--- config.mk ---
export PLATFORM = sky130hd
export DESIGN_NAME = ssd_setup_decode
export DESIGN_NICKNAME = d
export VERILOG_FILES = /design/src/common/ssd_pkg.sv /design/src/design/ssd_setup_decode.sv
export SDC_FILE = /design/constraint.sdc
export NUM_CORES = 1
export LEC_CHECK = 0
export BUFFER_PORTS_ARGS = -buffer_cell sky130_fd_sc_hd__clkbuf_2
export CAP_MARGIN = 20
export CORE_MARGIN = 10
export CORE_UTILIZATION = 50
export CTS_BUF_LIST = sky130_fd_sc_hd__clkbuf_2 sky130_fd_sc_hd__clkbuf_4 sky130_fd_sc_hd__clkbuf_8
export DETAILED_ROUTE_END_ITERATION = 10
export GPL_TIMING_DRIVEN = 0
export PLACE_DENSITY_LB_ADDON = 0.1
export SLEW_MARGIN = 5
export SYNTH_ARGS = -nofsm -noshare
export SYNTH_HDL_FRONTEND = slang
export SYNTH_SLANG_ARGS = --single-unit
--- constraint.sdc ---
create_clock -name ref_clk -period 2.6 [get_ports ref_clk]
set_clock_uncertainty 0.05 [all_clocks]
set_input_delay 0.65 -clock ref_clk [delete_from_list [all_inputs] [get_ports ref_clk]]
set_output_delay 0.65 -clock ref_clk [all_outputs]
set_load 0.05 [all_outputs]
--- src/common/ssd_pkg.sv ---
package ssd_pkg;

  // ----------------------------------------------------------------
  // Register map (byte addresses, 32-bit words)
  // ----------------------------------------------------------------
  localparam logic [7:0] SSD_CTRL_OFS = 8'h00;
  localparam logic [7:0] SSD_STAT_OFS = 8'h04;
  localparam logic [7:0] SSD_DW2_OFS = 8'h08;
  localparam logic [7:0] SSD_DW8_OFS = 8'h20;
  localparam int SSD_NUM_DW = 7;
  localparam int SSD_FIRST_DW = 2;
  localparam int SSD_CTRL_COMMIT_BIT = 0;

  // ----------------------------------------------------------------
  // Field positions inside the packet dwords
  // ----------------------------------------------------------------
  localparam int SSD_WIND_BIT = 0;
  localparam int SSD_AA_BIT = 31;
  localparam int SSD_CULL_HI = 30;
  localparam int SSD_CULL_LO = 29;
  localparam int SSD_LW_HI = 27;
  localparam int SSD_LW_LO = 18;
  localparam int SSD_CAP_HI = 17;
  localparam int SSD_CAP_LO = 16;
  localparam int SSD_SCIS_BIT = 11;
  localparam int SSD_MS_HI = 9;
  localparam int SSD_MS_LO = 8;
  localparam int SSD_LASTPIX_BIT = 31;
  localparam int SSD_TRIPV_HI = 30;
  localparam int SSD_TRIPV_LO = 29;
  localparam int SSD_LINEPV_HI = 28;
  localparam int SSD_LINEPV_LO = 27;
  localparam int SSD_FANPV_HI = 26;
  localparam int SSD_FANPV_LO = 25;
  localparam int SSD_DIST_BIT = 14;
  localparam int SSD_SUBPIX_BIT = 12;
  localparam int SSD_PWSTATE_BIT = 11;
  localparam int SSD_PW_HI = 10;
  localparam int SSD_PW_LO = 0;
  localparam int SSD_OVR_X_BIT = 28;
  localparam int SSD_CSRC_HI = 26;
  localparam int SSD_CSRC_LO = 25;

  // ----------------------------------------------------------------
  // Encodings and constants
  // ----------------------------------------------------------------
  localparam logic [1:0] SSD_DISCARD_ALL_TRIANGLES = 2'h0;
  localparam logic [1:0] SSD_DISCARD_NO_TRIANGLES = 2'h1;
  localparam logic [1:0] SSD_DISCARD_FRONT_FACING = 2'h2;
  localparam logic [1:0] SSD_DISCARD_BACK_FACING = 2'h3;
  localparam logic [1:0] SSD_PV_RESERVED = 2'h3;
  localparam logic [9:0] SSD_LW_ONE_PIXEL = 10'h080;
  localparam logic [31:0] SSD_FLOAT_ONE = 32'h3f800000;
  localparam logic [31:0] SSD_RESET_WORD = 32'h00000000;

  typedef enum logic [2:0] {
    SSD_POINT = 3'h0,
    SSD_LINE_LIST_TOPOLOGY = 3'h1,
    SSD_LINE_STRIP_TOPOLOGY = 3'h2,
    SSD_TRI_LIST = 3'h3,
    SSD_TRI_STRIP = 3'h4,
    SSD_TRI_FAN = 3'h5,
    SSD_RECT = 3'h6
  } ssd_topo_type;

  // Primitive presented by the upstream setup logic
  typedef struct packed {
    logic valid;
    ssd_topo_type topo;
    logic screen_cw;
    logic last_in_strip;
    logic [31:0] primitive_identifier_vector;
    logic [3:0][31:0] attr1;
  } ssd_prim_in_type;

  // Per-primitive decisions for the rasteriser
  typedef struct packed {
    logic valid;
    logic discard;
    logic front_facing;
    logic [1:0] provoking_vertex;
    logic last_pixel;
    logic line_alpha_smoothing;
    logic [3:0][31:0] attr1;
  } ssd_prim_out_type;

  // Decoded setup state held for every later primitive
  typedef struct packed {
    logic winding_counterclockwise;
    logic [1:0] cull_mode;
    logic line_alpha_smoothing_enable;
    logic [9:0] line_width;
    logic [1:0] end_cap_width;
    logic scissor_enable;
    logic [1:0] multisample_mode;
    logic last_pixel_enable;
    logic [1:0] tri_provoke;
    logic [1:0] line_provoke;
    logic [1:0] fan_provoke;
    logic true_line_distance;
    logic subpixel_four_bits;
    logic point_width_from_state;
    logic [10:0] point_width;
    logic [31:0] depth_offset_constant;
    logic [31:0] depth_offset_scale;
    logic [31:0] depth_offset_clamp;
    logic [3:0] attr1_override;
    logic [1:0] override_vector_select;
  } ssd_state_type;

endpackage : ssd_pkg

--- src/design/ssd_setup_decode.sv ---
// Contract
// - Winding 0 makes clockwise triangles front facing, 1 counter-clockwise; triangles only.
// - Dword 3 bit 31 enables alpha line smoothing unless multisample raster is on.
// - Cull 0 drops all, 1 none, 2 front facing, 3 back facing triangles.
// - Culling touches only triangles; orientation comes from the winding setting.
// - Line width is unsigned 3.7 fixed point; zero means thinnest line.
// - End cap ramp code: 0.5, 1, 2 or 4 pixels.
// - Scissor test runs only while dword 3 bit 11 is set.
// - Last pixel lit for list lines, strip's final line, never wide or smoothed.
// - Triangle list and strip provoking vertex 0, 1, 2; 3 reserved.
// - Line provoking vertex 0 or 1; 2 and 3 reserved.
// - Triangle fan provoking vertex 0, 1, 2; 3 reserved.
// - Bit 14 picks line distance mode; 1 is true distance.
// - Bit 12: 0 keeps 8 subpixel bits, 1 keeps 4.
// - Dword 4 bit 11 sizes points from state width instead of vertex.
// - State point width is unsigned 8.3 fixed point pixels.
// - Depth offset constant, scale, clamp are whole float words in dwords 5-7.
// - Enabled W, Z, Y, X of attribute 1 come from the constant vector.
// - Constant vector: zeros, (0,0,0,1), ones, or replicated primitive id.
//
// Implementation choices: the Wishbone register port and the register addresses.
module ssd_setup_decode
  import ssd_pkg::*;
#(
  parameter logic [1:0] MS_ON_MASK = 2'h2
) (
  input wire logic ref_clk,
  input wire logic rst_b,
  input wire logic wb_cyc_i,
  input wire logic wb_stb_i,
  input wire logic wb_we_i,
  input wire logic [7:0] wb_adr_i,
  input wire logic [3:0] wb_sel_i,
  input wire logic [31:0] wb_dat_i,
  output logic [31:0] wb_dat_o,
  output logic wb_ack_o,
  input wire ssd_prim_in_type prim_i,
  output ssd_prim_out_type prim_o,
  output ssd_state_type state_o
);

  // ----------------------------------------------------------------
  // State record
  // ----------------------------------------------------------------
  typedef struct packed {
    logic ack;
    logic [31:0] rdata;
    logic [SSD_NUM_DW-1:0][31:0] shadow;
    logic [15:0] commit_count;
    logic [15:0] prim_count;
    ssd_state_type act;
    ssd_prim_out_type res;
  } ssd_regs_type;

  ssd_regs_type st_ff;
  ssd_regs_type nxt_st;

  // ----------------------------------------------------------------
  // Helpers
  // ----------------------------------------------------------------
  function automatic logic [31:0] ssd_merge(input logic [31:0] old_w,
                                            input logic [31:0] new_w,
                                            input logic [3:0] sel);
    logic [31:0] res;
    res = old_w;
    for (int b = 0; b < 4; b++) begin
      if (sel[b]) begin
        res[b*8 +: 8] = new_w[b*8 +: 8];
      end
    end
    return res;
  endfunction : ssd_merge

  function automatic logic ssd_is_tri(input ssd_topo_type t);
    return (t == SSD_TRI_LIST) || (t == SSD_TRI_STRIP) || (t == SSD_TRI_FAN);
  endfunction : ssd_is_tri

  function automatic logic ssd_is_line(input ssd_topo_type t);
    return (t == SSD_LINE_LIST_TOPOLOGY) || (t == SSD_LINE_STRIP_TOPOLOGY);
  endfunction : ssd_is_line

  // Shadow word for packet dword n
  function automatic logic [31:0] ssd_dw(input ssd_regs_type s, input int n);
    return s.shadow[n - SSD_FIRST_DW];
  endfunction : ssd_dw

  // Decode the shadow dwords into the held setup state
  function automatic ssd_state_type ssd_decode(input ssd_regs_type s);
    ssd_state_type d;
    logic [31:0] w2;
    logic [31:0] w3;
    logic [31:0] w4;
    logic [31:0] w8;
    w2 = ssd_dw(s, 2);
    w3 = ssd_dw(s, 3);
    w4 = ssd_dw(s, 4);
    w8 = ssd_dw(s, 8);
    d.winding_counterclockwise = w2[SSD_WIND_BIT];
    d.line_alpha_smoothing_enable = w3[SSD_AA_BIT];
    d.cull_mode = w3[SSD_CULL_HI:SSD_CULL_LO];
    d.line_width = w3[SSD_LW_HI:SSD_LW_LO];
    d.end_cap_width = w3[SSD_CAP_HI:SSD_CAP_LO];
    d.scissor_enable = w3[SSD_SCIS_BIT];
    d.multisample_mode = w3[SSD_MS_HI:SSD_MS_LO];
    d.last_pixel_enable = w4[SSD_LASTPIX_BIT];
    d.tri_provoke = w4[SSD_TRIPV_HI:SSD_TRIPV_LO];
    d.line_provoke = w4[SSD_LINEPV_HI:SSD_LINEPV_LO];
    d.fan_provoke = w4[SSD_FANPV_HI:SSD_FANPV_LO];
    d.true_line_distance = w4[SSD_DIST_BIT];
    d.subpixel_four_bits = w4[SSD_SUBPIX_BIT];
    d.point_width_from_state = w4[SSD_PWSTATE_BIT];
    d.point_width = w4[SSD_PW_HI:SSD_PW_LO];
    d.depth_offset_constant = ssd_dw(s, 5);
    d.depth_offset_scale = ssd_dw(s, 6);
    d.depth_offset_clamp = ssd_dw(s, 7);
    d.attr1_override = w8[SSD_OVR_X_BIT +: 4];
    d.override_vector_select = w8[SSD_CSRC_HI:SSD_CSRC_LO];
    return d;
  endfunction : ssd_decode

  // Constant vector, index 0 is X and 3 is W
  function automatic logic [3:0][31:0] ssd_const_vec(input logic [1:0] sel,
                                                     input logic [31:0] primitive_identifier_vector);
    logic [3:0][31:0] v;
    v = '0;
    case (sel)
      2'h0: v = '0;
      2'h1: v[3] = SSD_FLOAT_ONE;
      2'h2: v = {4{SSD_FLOAT_ONE}};
      2'h3: v = {4{primitive_identifier_vector}};
      default: v = '0;
    endcase
    return v;
  endfunction : ssd_const_vec

  // Reserved provoking codes fall back to vertex 0
  function automatic logic [1:0] ssd_pv_fix(input logic [1:0] code, input logic line);
    logic [1:0] r;
    r = code;
    if (line && code[1]) begin
      r = 2'h0;
    end else if (code == SSD_PV_RESERVED) begin
      r = 2'h0;
    end
    return r;
  endfunction : ssd_pv_fix

  // ----------------------------------------------------------------
  // Next state
  // ----------------------------------------------------------------
  logic bus_req;
  logic in_dw_range;
  logic [2:0] dw_idx;
  logic front;
  logic aa_eff;
  logic wide_line;
  logic is_tri;
  logic line;
  logic [3:0][31:0] cvec;

  always_comb begin
    nxt_st = st_ff;
    bus_req = wb_cyc_i && wb_stb_i && !st_ff.ack;
    in_dw_range = (wb_adr_i >= SSD_DW2_OFS) && (wb_adr_i <= SSD_DW8_OFS)
                  && (wb_adr_i[1:0] == 2'h0);
    dw_idx = 3'(wb_adr_i[7:2] - SSD_DW2_OFS[7:2]);

    // Bus slave: one wait state, ack for a single cycle
    nxt_st.ack = bus_req;
    if (bus_req) begin
      nxt_st.rdata = SSD_RESET_WORD;
      if (wb_we_i) begin
        if (in_dw_range) begin
          nxt_st.shadow[dw_idx] = ssd_merge(st_ff.shadow[dw_idx], wb_dat_i, wb_sel_i);
        end else if (wb_adr_i == SSD_CTRL_OFS && wb_sel_i[0]
                     && wb_dat_i[SSD_CTRL_COMMIT_BIT]) begin
          nxt_st.act = ssd_decode(st_ff);
          nxt_st.commit_count = st_ff.commit_count + 16'h0001;
        end
      end else begin
        if (in_dw_range) begin
          nxt_st.rdata = st_ff.shadow[dw_idx];
        end else if (wb_adr_i == SSD_STAT_OFS) begin
          nxt_st.rdata = {st_ff.prim_count, st_ff.commit_count};
        end
      end
    end

    // Primitive path, always using the latched state
    is_tri = ssd_is_tri(prim_i.topo);
    line = ssd_is_line(prim_i.topo);
    front = is_tri && (prim_i.screen_cw != st_ff.act.winding_counterclockwise);
    aa_eff = st_ff.act.line_alpha_smoothing_enable
             && ((st_ff.act.multisample_mode & MS_ON_MASK) == 2'h0);
    wide_line = st_ff.act.line_width > SSD_LW_ONE_PIXEL;
    cvec = ssd_const_vec(st_ff.act.override_vector_select, prim_i.primitive_identifier_vector);

    nxt_st.res.valid = prim_i.valid;
    nxt_st.res.front_facing = front;
    nxt_st.res.line_alpha_smoothing = line && aa_eff;
    nxt_st.res.discard = 1'b0;
    if (is_tri) begin
      case (st_ff.act.cull_mode)
        SSD_DISCARD_ALL_TRIANGLES: nxt_st.res.discard = 1'b1;
        SSD_DISCARD_NO_TRIANGLES: nxt_st.res.discard = 1'b0;
        SSD_DISCARD_FRONT_FACING: nxt_st.res.discard = front;
        SSD_DISCARD_BACK_FACING: nxt_st.res.discard = !front;
        default: nxt_st.res.discard = 1'b0;
      endcase
    end

    nxt_st.res.last_pixel = st_ff.act.last_pixel_enable && line && !wide_line && !aa_eff
                            && (prim_i.topo == SSD_LINE_LIST_TOPOLOGY || prim_i.last_in_strip);

    case (prim_i.topo)
      SSD_TRI_LIST, SSD_TRI_STRIP: begin
        nxt_st.res.provoking_vertex = ssd_pv_fix(st_ff.act.tri_provoke, 1'b0);
      end
      SSD_LINE_LIST_TOPOLOGY, SSD_LINE_STRIP_TOPOLOGY: begin
        nxt_st.res.provoking_vertex = ssd_pv_fix(st_ff.act.line_provoke, 1'b1);
      end
      SSD_TRI_FAN: begin
        nxt_st.res.provoking_vertex = ssd_pv_fix(st_ff.act.fan_provoke, 1'b0);
      end
      default: begin
        nxt_st.res.provoking_vertex = 2'h0;
      end
    endcase

    for (int c = 0; c < 4; c++) begin
      nxt_st.res.attr1[c] = st_ff.act.attr1_override[c] ? cvec[c] : prim_i.attr1[c];
    end

    if (prim_i.valid) begin
      nxt_st.prim_count = st_ff.prim_count + 16'h0001;
    end
  end

  // ----------------------------------------------------------------
  // Registers
  // ----------------------------------------------------------------
  always_ff @(posedge ref_clk or negedge rst_b) begin
    if (!rst_b) begin
      st_ff <= '0;
    end else begin
      st_ff <= nxt_st;
    end
  end

  assign wb_ack_o = st_ff.ack;
  assign wb_dat_o = st_ff.rdata;
  assign prim_o = st_ff.res;
  assign state_o = st_ff.act;

endmodule : ssd_setup_decode

==> impl_summary.md, run 1 <==
Outcome
The flow ran to the end, and the final reports show no timing, DRC or antenna violations.

Global route
The total overflow reported by the global router is 0. The via count of the first global-routing pass came to 22,000. The maximum number of pins on one net before global-route repair is 111.

The overall routing resource usage is 29.08%. The first global-routing pass estimated 139.4 mm of wire. The number of antenna violations at the first check in global routing is 7.

Detailed routing
After detailed routing, the number of remaining DRC violations is 0. Before antenna repair, the detailed router went through 9 iterations. Wires add up to 93.58 mm. Dividing the detail-routed via count by the number of cells gives 5.457.

The average wire length per cell after detail routing is 24.28 µm. Summing over every cut layer, the via total after detailed routing is 21,031. The first routing iteration left 1,760 violations.

The post-detailed-route count of antenna-violating nets is 0.

Logic synthesis
The share of Yosys cell area claimed by the top area cell type is 53.03%. After synthesis the cells add up to 26,710 µm². Among all flip-flop cells after synthesis, the most frequent one is sky130_fd_sc_hd__dfrtp_1. The synthesized area per cell is 10.84 µm². Of all flip-flops after synthesis, the portion carrying an async set or reset was 100.0%. After synthesis the netlist holds a flip-flop and latch count of 566. The sequential share of the synthesized area is 53.03%. The Yosys step of the flow raised 0 warnings. The netlist uses 49 different library cells.

After technology mapping, the gate count stands at 2,463. The leading area contributor after synthesis is sky130_fd_sc_hd__dfrtp_1. When the netlist entered floorplanning its net count stood at 2,687.

The count of flip-flops with a built-in enable after synthesis is 0. Ranked by total cell area, the synthesized netlist is headed by sky130_fd_sc_hd__dfrtp_1 (53%), sky130_fd_sc_hd__mux2i_1 (9.2%), sky130_fd_sc_hd__buf_4 (9.1%).

CTS
The tree is rooted in a sky130_fd_sc_hd__clkbuf_8. The clock-pin slew on the worst setup and hold paths is 0.06 ns. The number of setup buffers added after CTS is 0.

The TritonCTS clock tree is built. The maximum level of the CTS H-tree is 3. The number of clock buffers added by TritonCTS is 94. The maximum root-to-sink buffer count is 3. The number of clock sinks is 566.

The clock reaches the later pin of the worst-skew pair after 0.70 ns.

Layout
The count of filler cells inserted in the layout is 4,428. Of the cells placed in the final design, the portion with a size suffix greater than 1 is 38.48%. From synthesis to final layout, the design area changed by 23.40%.

The area of all placed cells without fillers is 32,960 µm². The most common library cell in the layout ignoring fill and taps is sky130_fd_sc_hd__dfrtp_1. In the final design database the tool counted 3,313 nets. In the layout the commonest cells are sky130_fd_sc_hd__dfrtp_1 (566), sky130_fd_sc_hd__clkbuf_2 (524), sky130_fd_sc_hd__o21ai_0 (374).

STA
The number of hold violations in the final report was 0. Headroom to the max-slew limit came out at 38.59%. In the post-route analysis, the smallest setup slack over all paths is 0.06170 ns. The post-route clock period utilization is 97.63%. Static timing analysis puts the maximum clock frequency at 394.0 MHz. Setup repair after global routing left no endpoint under its margin. The pin slew with the least headroom to its limit is 0.9212 ns. The number of setup violations in the final report is 0.

The total count of max-transition violations in the final report is 0. The final total negative setup slack is 0 ns. The worst path needs 2.538 ns of the cycle, external delays included.

Floorplan
The standard cell core area is 52,760 µm². The initial core utilization is 50.62%. The number of top-level pins is 525. The floorplan has 84 rows. The floorplan step defined a die boundary enclosing 63,060 µm². The height of the chip is 251.1 µm. The die is 251.1 µm wide.

Power
The worst-case IR drop observed on VDD is 0.4076 mV. Of the total power, registers draw 45.8%. Summed over all cells, the static leakage comes to 0.01660 µW.

In this run the power spent charging and discharging nets is 5378 µW. In this run switching power makes up 26.80% of total power. For this design the ratio of total power to cell area is 609.0 nW/µm². Cell internal power was estimated by the tool at 14,690 µW. The power share of the clock group is 42.7%.

The combinational group share of total power is 11.5%.

Placed design
After legalization and detailed placement, the total HPWL measured 71.30 mm. The quantity of I/O buffers inserted on ports is 524. At the end of routability-driven placement, the weighted congestion stood at 0.9141.

The post-detailed-placement cell area is 30,350 µm². Timing analysis after detailed placement gives a worst setup slack of -1.086 ns.

Worst setup path
The slowest stage cell on the critical path is sky130_fd_sc_hd__clkbuf_1. At the worst endpoint, the required time is 3.13 ns. The delay of the slowest cell on the worst path is 0.67 ns. The critical path is of the input port to register type. The cell that appears most often on the critical path is sky130_fd_sc_hd__buf_2. Traced cell by cell, the critical path runs through clkbuf_2 -> buf_2 -> buf_2 -> clkbuf_1 -> a31oi_1 -> o21ai_0 -> a31oi_4 -> o31ai_1. Data arrives at the worst endpoint at 3.07 ns.

The launching element type of the critical path is an input port. The type of element capturing the critical path is a register. The maximum fanout along the worst path is 10.

Min path
The worst hold path belongs to the class input port to register.

Flow run
The count of max-cap constraint violations is 0.
-- cell type report --
type	count	area, µm²	area share, %
multi-input cells	1275	9453	28.68
plain buffers	457	2988	9.065
diodes	1	2.502	0.007592
well taps	688	860.8	2.612
clock buffers	164	2032	6.165
repair buffers	531	2794	8.477
flip-flops and latches	566	14160	42.97
inverters	164	615.6	1.868
clock inverters	8	50.05	0.1518
-- cells by family (layout without fill, tap and decap cells) --
logic type / Yosys count / count (layout) / synth area share [%]
AOI/OAI and AO/OA: 627 / 627 / 13.12
xor gates and xnor gates: 32 / 32 / 1.078
adders and majority gates: 9 / 9 / 0.4216
buffers and inverters: 622 / 1324 / 13.46
DFF: 566 / 566 / 53.03
muxes: 361 / 361 / 14.07
other: 0 / 1 / 0
and+or+nand+nor: 246 / 246 / 4.825
-- path summary, 6_finish.rpt --
path | startpoint | endpoint | slack [ns] | depth (start not counted)
max in group asynchronous | rst_b | prim_o[96] | 0.52 | 4
min | prim_i[165] | prim_o[134] | 0.13 | 1
max | wb_adr_i[3] | st_ff[335] | 0.06 | 8
min in group asynchronous | rst_b | state_o[76] | 0.51 | 2
min reg2reg | st_ff[507] | st_ff[507] | 0.43 | 2
max reg2reg | wb_ack_o | st_ff[439] | 0.13 | 6
-- stage by stage --
| stage | hold slack [ns] | instances | utilization [%] | total power, µW |
|---|---|---|---|---|
| 3_5_place_dp | 0.4196 | 3681 | 57.53 | 11530 |
| 6_report | 0.1329 | 3854 | 62.47 | 20070 |
| 3_3_place_gp | 0.4107 | 3675 | 57.22 | 11470 |
| 5_1_grt | 0.1159 | 3854 | 62.47 | 20770 |
| 4_1_cts | 0.1021 | 3854 | 62.22 | 20140 |
| 2_1_floorplan | 0.3044 | 2463 | - | 10620 |
-- sequential cells by signal, summed over array words and instances (netlist names) --
signal,cells
wb_ack_o,1
st_ff,256
prim_o,135
state_o,142
wb_dat_o,32
-- worst max-delay path: cells and delay by family --
kind            cells  cell delay [ns]
compound gates      4             0.99
buf+inv             4             1.42
-- metal layers --
metal  vias to the layer above  wire [µm]  track usage, %
li1                       9417          -               -
met2                       925      46980           50.41
met1                     10491      35400           34.00
met3                       186       7386           7.088
met4                        12       3724           12.24
met5                         -         78               0
-- power by group through the flow --
| stage | Clock, µW | Combinational, µW | Sequential (µW) |
|---|---|---|---|
| finish | 8560 | 2310 | 9200 |
| global placement | 0 | 2120 | 9350 |
| floorplan | 0 | 1320 | 9310 |
| CTS | 8670 | 2280 | 9190 |
| global route | 9090 | 2470 | 9220 |
| detailed placement | 0 | 2180 | 9350 |
-- repair_timing --
item	4_1_cts	5_1_grt
hold buffers	1	0
gates resized for setup	54	23
setup endpoints to repair	285	283
endpoints found under the hold margin	74	0
-- cell usage after synthesis (2+ instances only) --
cell	n
sky130_fd_sc_hd__inv_1	163
sky130_fd_sc_hd__and3_1	8
sky130_fd_sc_hd__o21ai_1	38
sky130_fd_sc_hd__a31oi_1	65
sky130_fd_sc_hd__and2_1	60
sky130_fd_sc_hd__a211oi_1	2
sky130_fd_sc_hd__nand4_1	8
sky130_fd_sc_hd__buf_1	11
sky130_fd_sc_hd__nand3_1	15
sky130_fd_sc_hd__dfrtp_1	566
sky130_fd_sc_hd__a21oi_1	38
sky130_fd_sc_hd__ha_1	9
sky130_fd_sc_hd__nor4_1	2
sky130_fd_sc_hd__xnor2_1	20
sky130_fd_sc_hd__mux2i_1	246
sky130_fd_sc_hd__nor3_1	10
sky130_fd_sc_hd__xor2_1	11
sky130_fd_sc_hd__and4_1	3
sky130_fd_sc_hd__o21ai_0	374
sky130_fd_sc_hd__nand2b_1	7
sky130_fd_sc_hd__a22oi_1	64
sky130_fd_sc_hd__nor2_1	35
sky130_fd_sc_hd__buf_2	29
sky130_fd_sc_hd__nand2_1	80
sky130_fd_sc_hd__nand3b_1	3
sky130_fd_sc_hd__nor4_4	2
sky130_fd_sc_hd__o31ai_1	42
sky130_fd_sc_hd__clkbuf_1	93
sky130_fd_sc_hd__nor2b_1	3
sky130_fd_sc_hd__buf_4	323
sky130_fd_sc_hd__mux2_2	115
Power figures use the tool's default switching activity.
==> run 2: changes to the inputs <==
Settings changed: MAX_ROUTING_LAYER set to met4.
==> run 2 against run 1 <==
Largest power group unchanged. Maximum frequency up 1.7%. Wire length up 1.1%. Highest routed layer is now met4. Global-route usage up 1.1 points. Final cell count about the same. Critical path depth down 2. Worst setup slack better by 0.041 ns. Hold slack worse by 0.00076 ns. Critical path type is now register to register. Combinational power about the same. Critical endpoint is now st_ff[523]. Power down 0.43%.
==> impl_summary.md, run 2 (synthesis results as in run 1) <==
Global route
The number of antenna violations at the first check in global routing is 8. For this run the aggregate overflow at the end of global routing stands at 0. The overall routing resource usage is 30.22%. The first global-routing pass estimated 140.1 mm of wire. The via count of the first global-routing pass was 22,124. The maximum number of pins on one net before global-route repair is 96.

Placed design
After detailed placement, the design holds a cell count of 3,681. The count of buffers added on input and output ports is 524. The placer congestion estimate is 0.9227. The setup slack at placement is -1.048 ns. The post-DP HPWL is 71.80 mm.

Layout
The proportion of layout cells with a drive suffix above 1 is 38.18%. The utilization of the core after routing is 62.34%. The flip-flop count of the largest register after layout is 256. The library cell used most frequently in the layout, excluding fill and tap cells, is sky130_fd_sc_hd__dfrtp_1. Leaving out fill and tap cells, the most frequent cells in the layout are sky130_fd_sc_hd__dfrtp_1 (566), sky130_fd_sc_hd__clkbuf_2 (524), sky130_fd_sc_hd__o21ai_0 (374). For this run, the post-layout net count is 3,315. st_ff holds more flip-flops than any other register. After filler insertion, the fill cell instance count of the layout stands at 4,432. From synthesis to final layout, the design area changed by 23.14%. The post-route non-filler standard cell count is 3,852.

CTS
The number of setup buffers added after CTS is 0. No sink is reached through more buffers than the 3 on the longest clock path. The number of CTS-inserted buffers is 96.

The tree is rooted in a sky130_fd_sc_hd__clkbuf_8. After clock tree synthesis, the clock-pin slew on the worst setup and hold paths is 0.06 ns. The clock latency on the worst-skew pair is 0.70 ns. The H-tree generated during clock tree synthesis spans 3 levels. The TritonCTS clock tree is built. CTS saw 566 sinks.

Detailed routing
In this run the remaining antenna-violating nets after routing total 0. After detailed routing, the average wire length per cell comes to 24.56 µm. In the routed design, unresolved DRC markers number 0. The routed design has 94.59 mm of wire. The detailed-route vias per instance is 5.509.

The total number of vias is 21,220. The first routing iteration left 1,555 violations. The first-pass iteration count of the detailed router is 7.

Floorplan
The initial utilization of the core area, before any placement, comes to 50.62%. For this design the top-level I/O count stands at 525. Row generation in the floorplan step produced 84 rows.

From bottom edge to top edge, the die measures 251.1 µm. The standard cell core area is 52,760 µm². The full die area is 63,060 µm². The width of the die is 251.1 µm.

Worst setup path
Data on the critical path arrives at its endpoint at 2.97 ns. The worst register-to-register path begins at wb_ack_o. The maximum fanout along the worst path is 10. The launching element type of the critical path is a register. The launch point of the critical path is wb_ack_o. The worst setup path is captured at a register. STA puts the critical path data required time at 3.08 ns.

The category of the most critical setup path is register to register.

STA
Static timing analysis puts the maximum clock frequency at 400.5 MHz. The total count of max-transition violations in the final report was 0. Setup repair after global routing left no endpoint under its margin. The worst path in the final design needs a cycle of 2.497 ns, including I/O delays and setup. For the pin with the worst max-slew slack, the measured transition is 0.9695 ns. The number of hold violations in the final report is 0. The number of setup violations in the final report is 0. The post-route clock period utilization is 96.04%. The smallest setup slack after layout is 0.1030 ns. The relative slew slack is 35.36%. The final total negative setup slack is 0 ns.

Outcome
The run finished with clean final reports.

Power
The maximum VDD drop is 0.3830 mV. After layout, the design draws a total of 19,980 µW. In this run the static leakage power is 0.01655 µW. In this run the power density over the cells is 607.6 nW/µm².

Min path
The hold path startpoint is prim_i[165]. The path class of the tightest hold or removal check is input port to register.

Flow run
The count of max-cap constraint violations is 0.
[run 2: cell count changes in the layout (fill, tap and decap cells not counted), moves of 2 or more]
cell,delta
sky130_fd_sc_hd__diode_2,+7
sky130_fd_sc_hd__clkbuf_8,-6
sky130_fd_sc_hd__clkbuf_4,-5
sky130_fd_sc_hd__clkinvlp_4,+3
sky130_fd_sc_hd__a31oi_1,+2
sky130_fd_sc_hd__a31oi_4,-2
sky130_fd_sc_hd__bufinv_16,+2
sky130_fd_sc_hd__clkinv_2,-2
[run 2: final cells by class]
| cell class | instances | area (µm²) | share of cell area, % |
|---|---|---|---|
| Sequential cell | 566 | 14160 | 43.06 |
| Tap cell | 688 | 860.8 | 2.617 |
| Clock inverter | 9 | 102.6 | 0.3120 |
| Inverter | 164 | 618.1 | 1.879 |
| Multi-Input combinational cell | 1275 | 9413 | 28.62 |
| Clock buffer | 154 | 1919 | 5.836 |
| Antenna cell | 8 | 20.02 | 0.06087 |
| Buffer | 457 | 2985 | 9.077 |
| Timing Repair Buffer | 531 | 2806 | 8.533 |
[run 2: path summary, 6_finish.rpt]
kind | cells after the start | end | slack [ns]
max | 6 | st_ff[523] | 0.10
max reg2reg | 6 | st_ff[523] | 0.10
min | 1 | prim_o[134] | 0.13
min in group asynchronous | 2 | state_o[108] | 0.52
max in group asynchronous | 4 | prim_o[96] | 0.60
min reg2reg | 2 | st_ff[519] | 0.43
[run 2: worst max-delay path, stage by stage, from the launching register on]
cell and delay [ns]:
sky130_fd_sc_hd__dfrtp_1 0.39, sky130_fd_sc_hd__nand3b_4 0.31, sky130_fd_sc_hd__inv_4 0.20, sky130_fd_sc_hd__nand4_1 0.52, sky130_fd_sc_hd__clkbuf_1 0.53, sky130_fd_sc_hd__nand2_1 0.18
sky130_fd_sc_hd__o21ai_0 0.12
[run 2: where the power goes]
group | switching, µW | total, µW | internal (µW)
Combinational | 1550 | 2310 | 767
Sequential | 158 | 9200 | 9040
Clock | 3650 | 8470 | 4820
Total | 5350 | 20000 | 14600
[run 2: metrics by stage]
stage	cell area [µm²]	hold WS (ns)
2_1_floorplan	26710	0.3044
3_3_place_gp	30190	0.4111
3_5_place_dp	30370	0.4185
4_1_cts	32690	0.08486
5_1_grt	32890	0.1121
6_report	32890	0.1321
[run 2: metal layers]
| layer | global-route usage (%) | share of wire (%) | vias to the layer above |
|---|---|---|---|
| li1 | - | - | 9454 |
| met2 | 50.59 | 50 | 934 |
| met4 | 13.78 | 4.5 | 0 |
| met5 | - | 0 | - |
| met3 | 6.789 | 7.6 | 205 |
| met1 | 34.21 | 38 | 10627 |
[run 2: timing repair]
action	CTS	global route
setup endpoints to repair	285	266
gates resized for setup	45	24
hold buffers	1	0
endpoints found under the hold margin	73	0
pin swaps	0	0
